--- config.mk ---
export PLATFORM = sky130hd
export DESIGN_NAME = stdc_timer
export DESIGN_NICKNAME = d
export VERILOG_FILES = /design/src/common/stdc_pkg.sv /design/src/logic/stdc_prescale.sv /design/src/logic/stdc_timer.sv
export VERILOG_INCLUDE_DIRS = /design/src /design/src/common
export SDC_FILE = /design/constraint.sdc
export NUM_CORES = 1
export LEC_CHECK = 0
export ABC_AREA = 1
export BUFFER_PORTS_ARGS = -buffer_cell sky130_fd_sc_hd__buf_2
export CAP_MARGIN = 40
export CORE_UTILIZATION = 50
export DETAILED_ROUTE_END_ITERATION = 8
export GPL_ROUTABILITY_DRIVEN = 0
export PLACE_DENSITY = 0.84
export SLEW_MARGIN = 10
export SYNTH_ARGS = -nofsm -noshare
export SYNTH_HDL_FRONTEND = slang
export SYNTH_SLANG_ARGS = --single-unit
--- constraint.sdc ---
create_clock -name aclk -period 2.2 [get_ports aclk]
set_input_delay 0.22 -clock aclk [delete_from_list [all_inputs] [get_ports aclk]]
set_output_delay 0.22 -clock aclk [all_outputs]
set_load 0.01 [all_outputs]
--- src/common/stdc_defines.svh ---
// Register offsets, field positions and reset values of the tick timer
// Notes on behaviour
// A 24-bit counter counts down from the restart value toward zero.
// After reaching zero the restart value loads on the next tick, then counting resumes.
// While the processor is halted for debug the counter holds its value.
// Zero-reached flag at bit 16 reads 1 if zero was reached since last read; read clears.
// Bit 2 selects the tick: 0 gives clock divided by eight, 1 the processor clock.
// Bit 1 set lets reaching zero raise the exception request; clear keeps it low.
// Enable at bit 0 first loads the restart value, then counts; enable low stops counting.
// Each zero sets the flag, raises the request if enabled, reloads and keeps counting.
// Control register resets to 0x00000004: processor clock, everything else off.
// Software keeps reserved control bits 15:3 and 31:17 at zero.
// Only privileged software reaches the control register; this timer has no privilege input and accepts every access.
// Restart value is 24 bits read-write at offset 0x04, reset to zero.
// Any write to current count at 0x08 clears the count and the flag.
// A restart value of zero gives no flag and no exception request.
// Divided source decrements once per eight clocks through an enable pulse.
`ifndef STDC_DEFINES_SVH
`define STDC_DEFINES_SVH
`define STDC_OFF_CTRL 4'h0
`define STDC_OFF_RELOAD 4'h4
`define STDC_OFF_COUNT 4'h8
`define STDC_BIT_ENABLE 0
`define STDC_BIT_IRQEN 1
`define STDC_BIT_SOURCE 2
`define STDC_BIT_FLAG 16
`define STDC_SOURCE_RESET 1'b1
`define STDC_CNT_W 24
`define STDC_DIV 8
`define STDC_DIV_W 3
`define STDC_RESP_OKAY 2'b00
`define STDC_RESP_SLVERR 2'b10
`endif

--- src/common/stdc_pkg.sv ---
// Types of the tick timer
package stdc_pkg;
  typedef logic [23:0] stdc_count_t;
  typedef enum logic [2:0] {
    STDC_IDLE = 3'b001,
    STDC_LOAD = 3'b010,
    STDC_RUN = 3'b100
  } stdc_state_t;
endpackage

--- src/logic/stdc_prescale.sv ---
// Tick enable generator: every clock or one in eight
`timescale 1ns/100ps
`include "stdc_defines.svh"
module stdc_prescale #(
  parameter int DIV = `STDC_DIV
) (
  input wire logic aclk,
  input wire logic aresetn,
  input wire logic run,
  input wire logic full_rate,
  output logic tick
);
  logic [`STDC_DIV_W-1:0] div_count;

  // Divide-by-eight phase counter
  always_ff @(posedge aclk) begin
    if (!aresetn || !run) begin
      div_count <= '0;
    end else if (div_count == `STDC_DIV_W'(DIV - 1)) begin
      div_count <= '0;
    end else begin
      div_count <= div_count + `STDC_DIV_W'(1);
    end
  end

  // Enable pulse, never a derived clock
  always_comb begin
    tick = run && (full_rate || (div_count == `STDC_DIV_W'(DIV - 1)));
  end

  a_div_spacing: assert property (@(posedge aclk) disable iff (!aresetn)
    (tick && !full_rate && run) ##1 (run && !full_rate)[*7] |-> !tick)
    else $error("divided tick came early");
endmodule // stdc_prescale

--- src/logic/stdc_timer.sv ---
// Tick down counter with AXI4-Lite register slave
//
// Design decision made here: the AXI4-Lite interface to the registers.
`timescale 1ns/100ps
`include "stdc_defines.svh"
module stdc_timer #(
  parameter int CNT_W = `STDC_CNT_W
) (
  input wire logic aclk,
  input wire logic aresetn,
  input wire logic debug_halt,
  input wire logic [3:0] s_awaddr,
  input wire logic s_awvalid,
  output logic s_awready,
  input wire logic [31:0] s_wdata,
  input wire logic [3:0] s_wstrb,
  input wire logic s_wvalid,
  output logic s_wready,
  output logic [1:0] s_bresp,
  output logic s_bvalid,
  input wire logic s_bready,
  input wire logic [3:0] s_araddr,
  input wire logic s_arvalid,
  output logic s_arready,
  output logic [31:0] s_rdata,
  output logic [1:0] s_rresp,
  output logic s_rvalid,
  input wire logic s_rready,
  output logic tick_request
);
  import stdc_pkg::*;

  ////////////////////////////////////////////////////////////////////
  // Declarations
  logic halt_meta, halt_sync;
  logic aw_held, w_held;
  logic [3:0] aw_addr;
  logic do_write, do_read;
  logic enable, tick_irq_enable, tick_source_select, zero_reached_flag;
  stdc_count_t restart_value, current_count;
  stdc_state_t state;
  logic tick, hit_zero, wr_count, rd_ctrl;

  function automatic logic known_addr(input logic [3:0] a);
    return a == `STDC_OFF_CTRL || a == `STDC_OFF_RELOAD || a == `STDC_OFF_COUNT;
  endfunction

  ////////////////////////////////////////////////////////////////////
  // Debug halt synchroniser
  always_ff @(posedge aclk) begin
    if (!aresetn) begin
      halt_meta <= 1'b0;
      halt_sync <= 1'b0;
    end else begin
      halt_meta <= debug_halt;
      halt_sync <= halt_meta;
    end
  end

  ////////////////////////////////////////////////////////////////////
  // Write channels, either order
  assign do_write = aw_held && w_held && !s_bvalid;
  assign wr_count = do_write && aw_addr == `STDC_OFF_COUNT;

  always_ff @(posedge aclk) begin
    if (!aresetn) begin
      aw_held <= 1'b0;
      aw_addr <= '0;
      s_awready <= 1'b0;
    end else if (do_write) begin
      aw_held <= 1'b0;
      s_awready <= 1'b0;
    end else if (s_awvalid && s_awready) begin
      aw_held <= 1'b1;
      aw_addr <= s_awaddr;
      s_awready <= 1'b0;
    end else begin
      s_awready <= !aw_held && !s_bvalid;
    end
  end

  always_ff @(posedge aclk) begin
    if (!aresetn) begin
      w_held <= 1'b0;
      s_wready <= 1'b0;
    end else if (do_write) begin
      w_held <= 1'b0;
      s_wready <= 1'b0;
    end else if (s_wvalid && s_wready) begin
      w_held <= 1'b1;
      s_wready <= 1'b0;
    end else begin
      s_wready <= !w_held && !s_bvalid;
    end
  end

  logic [31:0] wdata;
  always_ff @(posedge aclk) begin
    if (!aresetn) begin
      wdata <= '0;
    end else if (s_wvalid && s_wready) begin
      wdata <= s_wdata;
    end
  end

  always_ff @(posedge aclk) begin
    if (!aresetn) begin
      s_bvalid <= 1'b0;
      s_bresp <= `STDC_RESP_OKAY;
    end else if (do_write) begin
      s_bvalid <= 1'b1;
      s_bresp <= known_addr(aw_addr) ? `STDC_RESP_OKAY : `STDC_RESP_SLVERR;
    end else if (s_bready) begin
      s_bvalid <= 1'b0;
    end
  end

  ////////////////////////////////////////////////////////////////////
  // Control and restart registers
  always_ff @(posedge aclk) begin
    if (!aresetn) begin
      enable <= 1'b0;
      tick_irq_enable <= 1'b0;
      tick_source_select <= `STDC_SOURCE_RESET;
    end else if (do_write && aw_addr == `STDC_OFF_CTRL) begin
      enable <= wdata[`STDC_BIT_ENABLE];
      tick_irq_enable <= wdata[`STDC_BIT_IRQEN];
      tick_source_select <= wdata[`STDC_BIT_SOURCE];
    end
  end

  always_ff @(posedge aclk) begin
    if (!aresetn) begin
      restart_value <= '0;
    end else if (do_write && aw_addr == `STDC_OFF_RELOAD) begin
      restart_value <= wdata[CNT_W-1:0];
    end
  end

  ////////////////////////////////////////////////////////////////////
  // Counter
  stdc_prescale #(.DIV(`STDC_DIV)) u_prescale (
    .aclk(aclk),
    .aresetn(aresetn),
    .run(state == STDC_RUN && !halt_sync),
    .full_rate(tick_source_select),
    .tick(tick)
  );

  // Count from one to zero only
  assign hit_zero = tick && current_count == stdc_count_t'(1) && !wr_count;

  always_ff @(posedge aclk) begin
    if (!aresetn) begin
      state <= STDC_IDLE;
    end else begin
      case (state)
        STDC_IDLE: if (enable) state <= STDC_LOAD;
        STDC_LOAD: state <= enable ? STDC_RUN : STDC_IDLE;
        STDC_RUN: if (!enable) state <= STDC_IDLE;
        default: state <= STDC_IDLE;
      endcase
    end
  end

  always_ff @(posedge aclk) begin
    if (!aresetn) begin
      current_count <= '0;
    end else if (wr_count) begin
      current_count <= '0;
    end else if (state == STDC_LOAD) begin
      current_count <= restart_value;
    end else if (tick) begin
      // Held while halted through the tick gate
      if (current_count == '0) begin
        current_count <= restart_value;
      end else begin
        current_count <= current_count - stdc_count_t'(1);
      end
    end
  end

  ////////////////////////////////////////////////////////////////////
  // Flag, request and read channel
  assign do_read = s_arvalid && s_arready;
  assign rd_ctrl = do_read && s_araddr == `STDC_OFF_CTRL;

  always_ff @(posedge aclk) begin
    if (!aresetn) begin
      zero_reached_flag <= 1'b0;
    end else if (hit_zero) begin
      zero_reached_flag <= 1'b1;
    end else if (rd_ctrl || wr_count) begin
      zero_reached_flag <= 1'b0;
    end
  end

  always_ff @(posedge aclk) begin
    if (!aresetn) begin
      tick_request <= 1'b0;
    end else begin
      tick_request <= hit_zero && tick_irq_enable;
    end
  end

  always_ff @(posedge aclk) begin
    if (!aresetn) begin
      s_arready <= 1'b0;
      s_rvalid <= 1'b0;
      s_rdata <= '0;
      s_rresp <= `STDC_RESP_OKAY;
    end else if (do_read) begin
      s_arready <= 1'b0;
      s_rvalid <= 1'b1;
      s_rresp <= known_addr(s_araddr) ? `STDC_RESP_OKAY : `STDC_RESP_SLVERR;
      s_rdata <= '0;
      case (s_araddr)
        `STDC_OFF_CTRL: begin
          s_rdata[`STDC_BIT_ENABLE] <= enable;
          s_rdata[`STDC_BIT_IRQEN] <= tick_irq_enable;
          s_rdata[`STDC_BIT_SOURCE] <= tick_source_select;
          s_rdata[`STDC_BIT_FLAG] <= zero_reached_flag;
        end
        `STDC_OFF_RELOAD: s_rdata[CNT_W-1:0] <= restart_value;
        `STDC_OFF_COUNT: s_rdata[CNT_W-1:0] <= current_count;
        default: s_rdata <= '0;
      endcase
    end else if (s_rvalid) begin
      if (s_rready) s_rvalid <= 1'b0;
    end else begin
      s_arready <= !s_arready;
    end
  end

  ////////////////////////////////////////////////////////////////////
  // Checks
  a_zero_sets_flag: assert property (@(posedge aclk) disable iff (!aresetn)
    hit_zero |=> zero_reached_flag) else $error("flag not set at zero");
  a_zero_reloads: assert property (@(posedge aclk) disable iff (!aresetn)
    (tick && current_count == '0 && !wr_count && state == STDC_RUN)
    |=> current_count == $past(restart_value)) else $error("no reload after zero");
  a_decrement: assert property (@(posedge aclk) disable iff (!aresetn)
    (tick && current_count != '0 && !wr_count && state == STDC_RUN)
    |=> current_count == $past(current_count) - stdc_count_t'(1))
    else $error("bad decrement");
  a_halt_holds: assert property (@(posedge aclk) disable iff (!aresetn)
    (halt_sync && state == STDC_RUN && !wr_count && $past(halt_sync))
    |=> current_count == $past(current_count)) else $error("count moved while halted");
  a_irq_gated: assert property (@(posedge aclk) disable iff (!aresetn)
    tick_request |-> $past(tick_irq_enable) && $past(hit_zero))
    else $error("request without cause");
  a_irq_raised: assert property (@(posedge aclk) disable iff (!aresetn)
    (hit_zero && tick_irq_enable) |=> tick_request) else $error("request missing");
  a_write_clears: assert property (@(posedge aclk) disable iff (!aresetn)
    wr_count |=> current_count == '0 && !zero_reached_flag) else $error("clear failed");
  a_read_clears: assert property (@(posedge aclk) disable iff (!aresetn)
    (rd_ctrl && !hit_zero) |=> !zero_reached_flag) else $error("flag not cleared");
  a_enable_loads: assert property (@(posedge aclk) disable iff (!aresetn)
    (state == STDC_LOAD && !wr_count) |=> current_count == $past(restart_value))
    else $error("no load on enable");
  a_stopped_hold: assert property (@(posedge aclk) disable iff (!aresetn)
    (state == STDC_IDLE && !wr_count) |=> current_count == $past(current_count))
    else $error("count moved while stopped");
  a_zero_reload_quiet: assert property (@(posedge aclk) disable iff (!aresetn)
    (current_count == '0 && restart_value == '0) |=> current_count == '0 && !tick_request)
    else $error("zero restart value left zero");

  c_wrap: cover property (@(posedge aclk) hit_zero ##[1:20] hit_zero);
  c_irq: cover property (@(posedge aclk) tick_request);
  c_flag_read: cover property (@(posedge aclk) zero_reached_flag ##1 rd_ctrl);
  c_halt: cover property (@(posedge aclk) state == STDC_RUN && halt_sync);
endmodule // stdc_timer

# --- After elaboration in Yosys (flattened, before gate mapping) ---
# Cells that the tools add are included.
totals:
  regBits: 124
  inputBits: 52
  output_inout_bits: 42
  elab_cells: 103
classes:
  n_reduce_logical: 45
  muxes: 20
  addsub: 2
  n_eq_ne: 11
  bitwise_logic: 2
op_table:
  columns: ["cell", "n"]
  rows:
  - ["24-bit 2-to-1 mux", 3]
  - ["13-bit case mux with 2 select lines", 1]
  - ["24-bit by 1-bit equality test with 1-bit output, second input constant", 1]
  - ["24-bit zero test", 1]
  - ["24-bit by 1-bit subtractor with 24-bit output, second input constant", 1]
  - ["3-bit case mux with 3 select lines", 2]
  - ["1-bit logical AND", 16]
  - ["7-bit case mux with 2 select lines", 1]
  - ["3-bit 2-to-1 mux", 3]
  - ["4-bit by 3-bit equality test with 1-bit output, second input constant", 2]
  - ["4-bit equality test, second input constant", 2]
  - ["1-bit zero test", 8]
  - ["4-bit zero test", 2]
  - ["2-bit OR reduction", 4]
  - ["1-bit logical OR", 7]
  - ["1-bit 2-to-1 mux", 7]
  - ["3-bit equality test, second input constant", 2]
  - ["2-bit nonzero test", 3]
  - ["3-bit OR reduction", 2]
  - ["2-bit 2-to-1 mux", 2]
  - ["2-bit inequality test, second input constant", 2]
  - ["2-bit AND reduction", 2]
  - ["3-bit by 1-bit adder with 3-bit output, second input constant", 1]
  - ["3-bit by 1-bit equality test with 1-bit output, second input constant", 1]
  - ["other kinds (3)", 4]

# --- Logic depth before layout (Yosys ltp) ---
# Gate-level depths: netlist (run 1).
logic_depth:
  word_depth: 6
  depth_mapped: 12
  ltp_nobuf: 11

# --- By module ---
# From an unflattened synthesis (run 1), not the netlist that was laid out.
unflattened:
  cells_unflattened: 801
  hier_area_um2: 5617.9
by_module_without_submodules:
  columns: ["module", "instances", "area_each_um2", "cells_per_inst", "seq_area_each_um2"]
  rows:
  - ["stdc_timer", 1, 5492.8, 788, 2382.3]
  - ["stdc_prescale", 1, 125.1, 13, 60.1]

# --- Worst setup path after synthesis (run 1) ---
# OpenSTA, ideal clock, no wires.
synth_path:
  path_type: "register -> register"
  start: "register u_prescale.div_count[0]"
  end: "register current_count[11]"
  setup_time_ns: 0.117
  t_arrival_ns: 1.476
  path_stages_with_launch: 12
  t_required_ns: 2.083
  period_less_slack_ns: 1.593
  path_buffers: 1
  slack_ns: 0.607
  cell_sequence: "dfxtp_1 > ha_1 > ha_1 > nor2_1 > nor3_1 > nor2_2 > inv_1 > buf_2 > nand2_1 > nor2_1 > nor2_1 > nor2_1"
synth_between:
  elab_chain_cells: 4
synth_rtl:
  columns: ["element", "line", "rtl"]
  rows:
  - ["start: declaration", "stdc_prescale.sv:13", "logic [`STDC_DIV_W-1:0] div_count;"]
  - ["start signal: assignment", "stdc_prescale.sv:22", "div_count <= div_count + `STDC_DIV_W'(1);"]
  - ["3-bit equality test", "stdc_prescale.sv:28", "tick = run && (full_rate || (div_count == `STDC_DIV_W'(DIV - 1)));"]
  - ["1-bit logical OR", "stdc_prescale.sv:28", null]
  - ["1-bit logical AND", "stdc_prescale.sv:28", null]
  - ["2-bit nonzero test (no source line)", null, null]
  - ["end signal: assignment", "stdc_timer.sv:172", "current_count <= restart_value;"]
  - ["end signal: assignment", "stdc_timer.sv:176", "current_count <= restart_value;"]
  - ["end signal: assignment", "stdc_timer.sv:178", "current_count <= current_count - stdc_count_t'(1);"]
  - ["end: declaration", "stdc_timer.sv:40", "stdc_count_t restart_value, current_count;"]
# No other way between the ends.
# A chain may end at the register's enable or synchronous reset.

# --- Worst setup path after layout (run 1) ---
layout_path:
  start: "register u_prescale.div_count[0]"
  end: "register current_count[0]"
# The elaborated chain is that of the path after synthesis.

==> impl_metrics.ini, run 1 <==
[status]
outcome = completed

[routing]
drtPass1Iterations = 5
ant_nets = 0
vias = 5609
drt-total-wl_um = 14570
dr.first_iter.drc_count = 384
routedWlPerCell_um = 13.82
drcViolationCount = 0
via_per_inst = 5.322

[synthesis]
synth_commonest_cells = nand2_1, nor2_1, dfxtp_1
syn_avg_cell_area_um2 = 6.945
synth.top_cell.area_share = 0.4352
synth_cell_types = 32
synth_area_leader_cell = dfxtp_1
synth_area_mm2 = 0.005612
synth.most_common_cell = nand2_1
ys_seq_area_frac = 0.4352
synth_flop_cell = dfxtp_1
synth_edf_count = 0
ys_top_cells_by_area = dfxtp_1, nand2_1, nor2_1
ys_ff_latch = 122
syn_inst = 808
synthArstFlopShare = 0
yosysWarnings = 0

[finish]
area.growth.synth_to_final_pct = 22.72
nets = 958
antennaDiodeCount = 0
fillerInstances = 910
final_core_util = 0.6325
ff_latch_area_mm2 = 0.002442
drive_above_1_share = 0.1368
final_area_mm2 = 0.006887
multi_input_area_mm2 = 0.002564

[floorplan]
dieHeight_um = 107.9
num_io_pins = 94
start_util = 0.5154
fp.dieW_um = 107.9
core_mm2 = 0.01089
die_area_mm2 = 0.01165
row_count = 38

[global_routing]
grt_max_degree = 50
grt_pass1_vias = 5203
grt_pass1_wl_um = 24230
antenna_found_initial = 0
grt_usage = 0.2664
grt_overflow = 0

[worst_setup_path]
cp-startpoint = u_prescale.div_count[0]
crit_required_ps = 2610
startpoint_type = flop
crit_slowest_cell = dfxtp_1
endpoint = current_count[0]
critical_path_arrival_ps = 2370
reg2reg_from = u_prescale.div_count[0]
cp_common_cell = inv_1
crit_chain = ha_1 > ha_1 > nor2_1 > nor3_1 > nor2_2 > inv_1 > buf_4 > o21ai_0 > inv_1 > nand2_1 > inv_1
cp-end-kind = flop
cp_max_fo = 22
reg2reg_setup_slack_ps = 240
slowest_delay_ps = 320
r2r-end = current_count[0]
critical_path_class = flop to flop
r2r_cells = 11

[clock_network]
clock-sinks = 122
clk_pin_slew_ps = 60
postCtsHoldBufs = 31
clock_path_buffers = 2
numCtsBuffers = 17
htree_levels = 4
cts-root-buf = clkbuf_8
post_cts_buffers = 0
cts_tree = built
ctsResizeCount = 0
clk-insertion-delay-late_ps = 520

[hold_path]
hp-class = input pin to flop

[sta]
fin_crit_ps = 1956
rsz0062_at_grt = false
slew_violations = 0
finalCritPeriodShare = 0.8892
tns_ps = 0
setup_viol = 0
max_slew_margin = 0.5727
hold_viol = 0
whs_ps = 18.69
setup_slack_ps = 243.8
skew_ps = 8.469
worstMarginPinSlew_ps = 637.0
clock.fmax_ghz = 0.5112

[power_and_ir_drop]
powerDensity_mw_per_mm2 = 786.2
power.leakage_nw = 3.261
vdd_drop_max_v = 0.0005133

[flow_run]
cap_violations = 0

[placement]
placed_cell_area_mm2 = 0.006012
io_buffer_count = 71
dp_worst_setup_slack_ps = 308.3
hpwlAfterDp_um = 9310
[metal layers]
layer,up-vias,wire length (um),track usage
met5,-,0,0
met1,2557,5978,0.3151
met2,229,7203,0.4500
li1,2784,-,-
met3,39,1058,0.07414
met4,0,328,0.1155
[layout make-up]
class | count | share of cell area
clock buffers | 18 | 0.06214
clock inverters | 14 | 0.01980
well taps | 140 | 0.02544
multi-input cells | 542 | 0.3723
inverters | 106 | 0.05814
repair buffers | 112 | 0.1076
flip-flops and latches | 122 | 0.3547
[power breakdown]
| group | internal (mW) | switching, mW |
|---|---|---|
| Sequential | 2.30 | 0.0499 |
| Clock | 1.55 | 1.09 |
| Combinational | 0.177 | 0.240 |
| Total | 4.03 | 1.38 |
[kinds of logic (layout without fill, tap and decap cells)]
| family | after synthesis | count (layout) | synth area share |
|---|---|---|---|
| xor+xnor | 5 | 5 | 0.007803 |
| fa+ha+maj | 5 | 5 | 0.01115 |
| other cells | 1 | 10 | 0.0006683 |
| simple gates | 337 | 337 | 0.2488 |
| buf+inv | 153 | 250 | 0.1139 |
| flops | 122 | 122 | 0.4352 |
| compound gates | 185 | 185 | 0.1824 |
[critical path: cells and delay by family (launching register included)]
kind / cells / cell delay, ps
fa+ha+maj: 2 / 430
simple gates: 4 / 550
flops: 1 / 320
buf+inv: 4 / 390
compound gates: 1 / 170
[stage by stage]
| stage | instances | power [mW] |
|---|---|---|
| 2_1_floorplan | 817 | 2.646 |
| 3_3_place_gp | 991 | 2.755 |
| 6_report | 1054 | 5.414 |
| 4_1_cts | 1054 | 5.425 |
| 5_1_grt | 1054 | 5.619 |
| 3_5_place_dp | 991 | 2.770 |
[placed cells by master, fill, tap and decap left out, types with 2 or more instances in the layout]
master           n
nor2_2           6
nor2_1         132
ha_1             5
buf_4           10
xor2_1           5
nand2_1        135
a21oi_1         68
nor2_4           2
clkinv_1         2
o21ai_0         87
dfxtp_1        122
clkbuf_16       16
nor3_1           8
clkinvlp_4       2
clkinv_4         3
nor4_1           2
inv_6            5
nand3_1         43
o21ai_1          2
buf_2           71
o211ai_1         2
nand4_1          5
dlygate4sd3_1   31
o221ai_1        22
clkinv_2         2
conb_1          10
inv_1          103
clkbuf_8         2
o22ai_1          2
[flip-flops by register name, summed over array words and instances (netlist names), 3 cells and up]
register / count
current_count: 24
restart_value: 24
s_rdata: 24
wdata: 24
aw_addr: 4
state: 3
u_prescale.div_count: 3
[worst min path at each step]
| stage | startpoint | endpoint | slack, ps | cells after the start |
|---|---|---|---|---|
| floorplan | debug_halt | halt_meta | 320 | 2 |
| global placement | halt_meta | halt_sync | 400 | 2 |
| detailed placement | halt_meta | halt_sync | 410 | 2 |
| CTS | s_wdata[16] | wdata[16] | 20 | 3 |
| global route | s_wdata[16] | wdata[16] | 40 | 3 |
| finish | s_wdata[16] | wdata[16] | 20 | 3 |
Note: power is estimated with default switching activity, not from simulation.
==> run 2, diff against run 1 <==
- CORE_MARGIN: not set -> 8
==> run 2 against run 1 <==
  * Highest routed layer unchanged
  * Global-route usage down 5.9 points
  * Combinational power up 1%
  * Worst hold slack better by 82 ps
  * Non-clock buffer count unchanged
  * Critical endpoint is now current_count[6]
  * Sequential power about the same
  * Count of clock-buffer cells in the layout up 5
  * Power up 5.8%
  * Sequential cell count unchanged
==> impl_metrics.ini, run 2 (synthesis results as in run 1) <==
[status]
outcome = completed

[power_and_ir_drop]
p_switching_mw = 1.241
switching_share = 0.2166
p_int_mw = 4.487
p_clk_frac = 0.515
vdd_drop_max_v = 0.0006031
power_mw = 5.728
seq_power_share = 0.411
power.leakage_nw = 3.295
p_comb_frac = 0.074
powerDensity_mw_per_mm2 = 823.2

[floorplan]
row_count = 38
dieHeight_um = 121.9
fp.dieW_um = 121.9
start_util = 0.5154
num_io_pins = 94
die_area_mm2 = 0.01487
core_mm2 = 0.01089

[finish]
fillerInstances = 907
antennaDiodeCount = 0
fin_cells = 1052
drive_above_1_share = 0.1294
final_common_cell = nand2_1
final_cell_mix = nand2_1, nor2_1, dfxtp_1, inv_1, o21ai_0
area.growth.synth_to_final_pct = 23.99
nets = 958

[worst_setup_path]
cp-end-kind = flop
crit_required_ps = 2640
critical_path_class = flop to flop
critical_path_arrival_ps = 2400
cp_common_cell = nor2_1
startpoint_type = flop
slowest_delay_ps = 540
r2r_cells = 6
crit_slowest_cell = clkinv_1
cp_max_fo = 18
crit_chain = nor2_1 > nand2_1 > nor2_1 > nor2_4 > clkinv_1 > a21oi_1

[sta]
clock.fmax_ghz = 0.5114
worstMarginPinSlew_ps = 676.0
skew_ps = 9.529
tns_ps = 0
finalCritPeriodShare = 0.8888
slew_violations = 0
hold_viol = 0
rsz0062_at_grt = false
max_slew_margin = 0.5494
setup_viol = 0
fin_crit_ps = 1955

[routing]
dr.first_iter.drc_count = 424
ant_nets = 0
drt-total-wl_um = 15190
drtPass1Iterations = 5
via_per_inst = 5.297
vias = 5572
routedWlPerCell_um = 14.44
drcViolationCount = 0

[global_routing]
grt_usage = 0.2077
busiest_layer = met2
grt_overflow = 0
met1_usage = 0.2424
grt_pass1_wl_um = 24800
met2_usage = 0.3488
grt_max_degree = 82
grt_pass1_vias = 5273
antenna_found_initial = 0
grt_util_met3 = 0.05553

[clock_network]
numCtsBuffers = 17
clk_pin_slew_ps = 60
cts_tree = built
cts-root-buf = clkbuf_8
clk-insertion-delay-late_ps = 530
clock-sinks = 122
clock_path_buffers = 2
htree_levels = 4

[placement]
dp.cells = 990
hpwlAfterDp_um = 9488
io_buffer_count = 71

[flow_run]
cap_violations = 0

[hold_path]
holdPathStages = 5
hp-class = input pin to flop
-- run 2: worst max-delay path, delay by kind of cell, from the launching register on --
family | cells | cell delay [ps]
AND/OR/NAND/NOR | 4 | 590
AO/OA/AOI/OAI | 1 | 310
buffers and inverters | 1 | 540
flip-flops | 1 | 410
-- run 2: final timing paths --
kind                                              start  slack [ps]                 endpoint
worst max-delay path                           s_bvalid         240         current_count[6]
worst min-delay path                        s_araddr[0]         100               s_rresp[1]
worst max register to register                 s_bvalid         240         current_count[6]
worst min register to register  u_prescale.div_count[0]         420  u_prescale.div_count[0]
-- run 2: layer usage --
layer	vias to the layer above	share of wire
li1	2791	-
met1	2530	0.41
met2	216	0.49
met3	35	0.073
met4	0	0.021
met5	-	0
-- run 2: what timing repair did --
action,4_1_cts,5_1_grt
gates resized for setup,0,0
buffers inserted,0,0
hold buffers,32,0
setup endpoints to repair,0,0
hold endpoints to repair,32,0
-- run 2: area by class of cell --
cell class | instances | area [um^2] | area share
inverter | 106 | 400.4 | 0.05754
timing repair buffer | 112 | 755.7 | 0.1086
tap | 140 | 175.2 | 0.02518
sequential | 122 | 2442 | 0.3510
multi-input combinational | 542 | 2564 | 0.3685
clock inverter | 7 | 163.9 | 0.02356
clock buffer | 23 | 456.7 | 0.06564
-- run 2: through the flow --
stage	utilization	setup slack (ps)	area [um^2]	hold WS [ps]
floorplan	-	606.6	5645	317.6
global placement	0.5526	344.0	6017	395.8
detailed placement	0.5526	317.2	6017	403.5
CTS	0.6390	283.4	6958	88.04
global route	0.6390	93.37	6958	100.7
finish	0.6390	244.6	6958	100.6
-- run 2: power groups by stage --
stage | sequential, mW | combinational [mW] | clock [mW]
global placement | 2.40 | 0.361 | 0
detailed placement | 2.40 | 0.370 | 0
floorplan | 2.41 | 0.233 | 0
finish | 2.36 | 0.424 | 2.95
CTS | 2.35 | 0.417 | 2.97
global route | 2.37 | 0.473 | 3.10
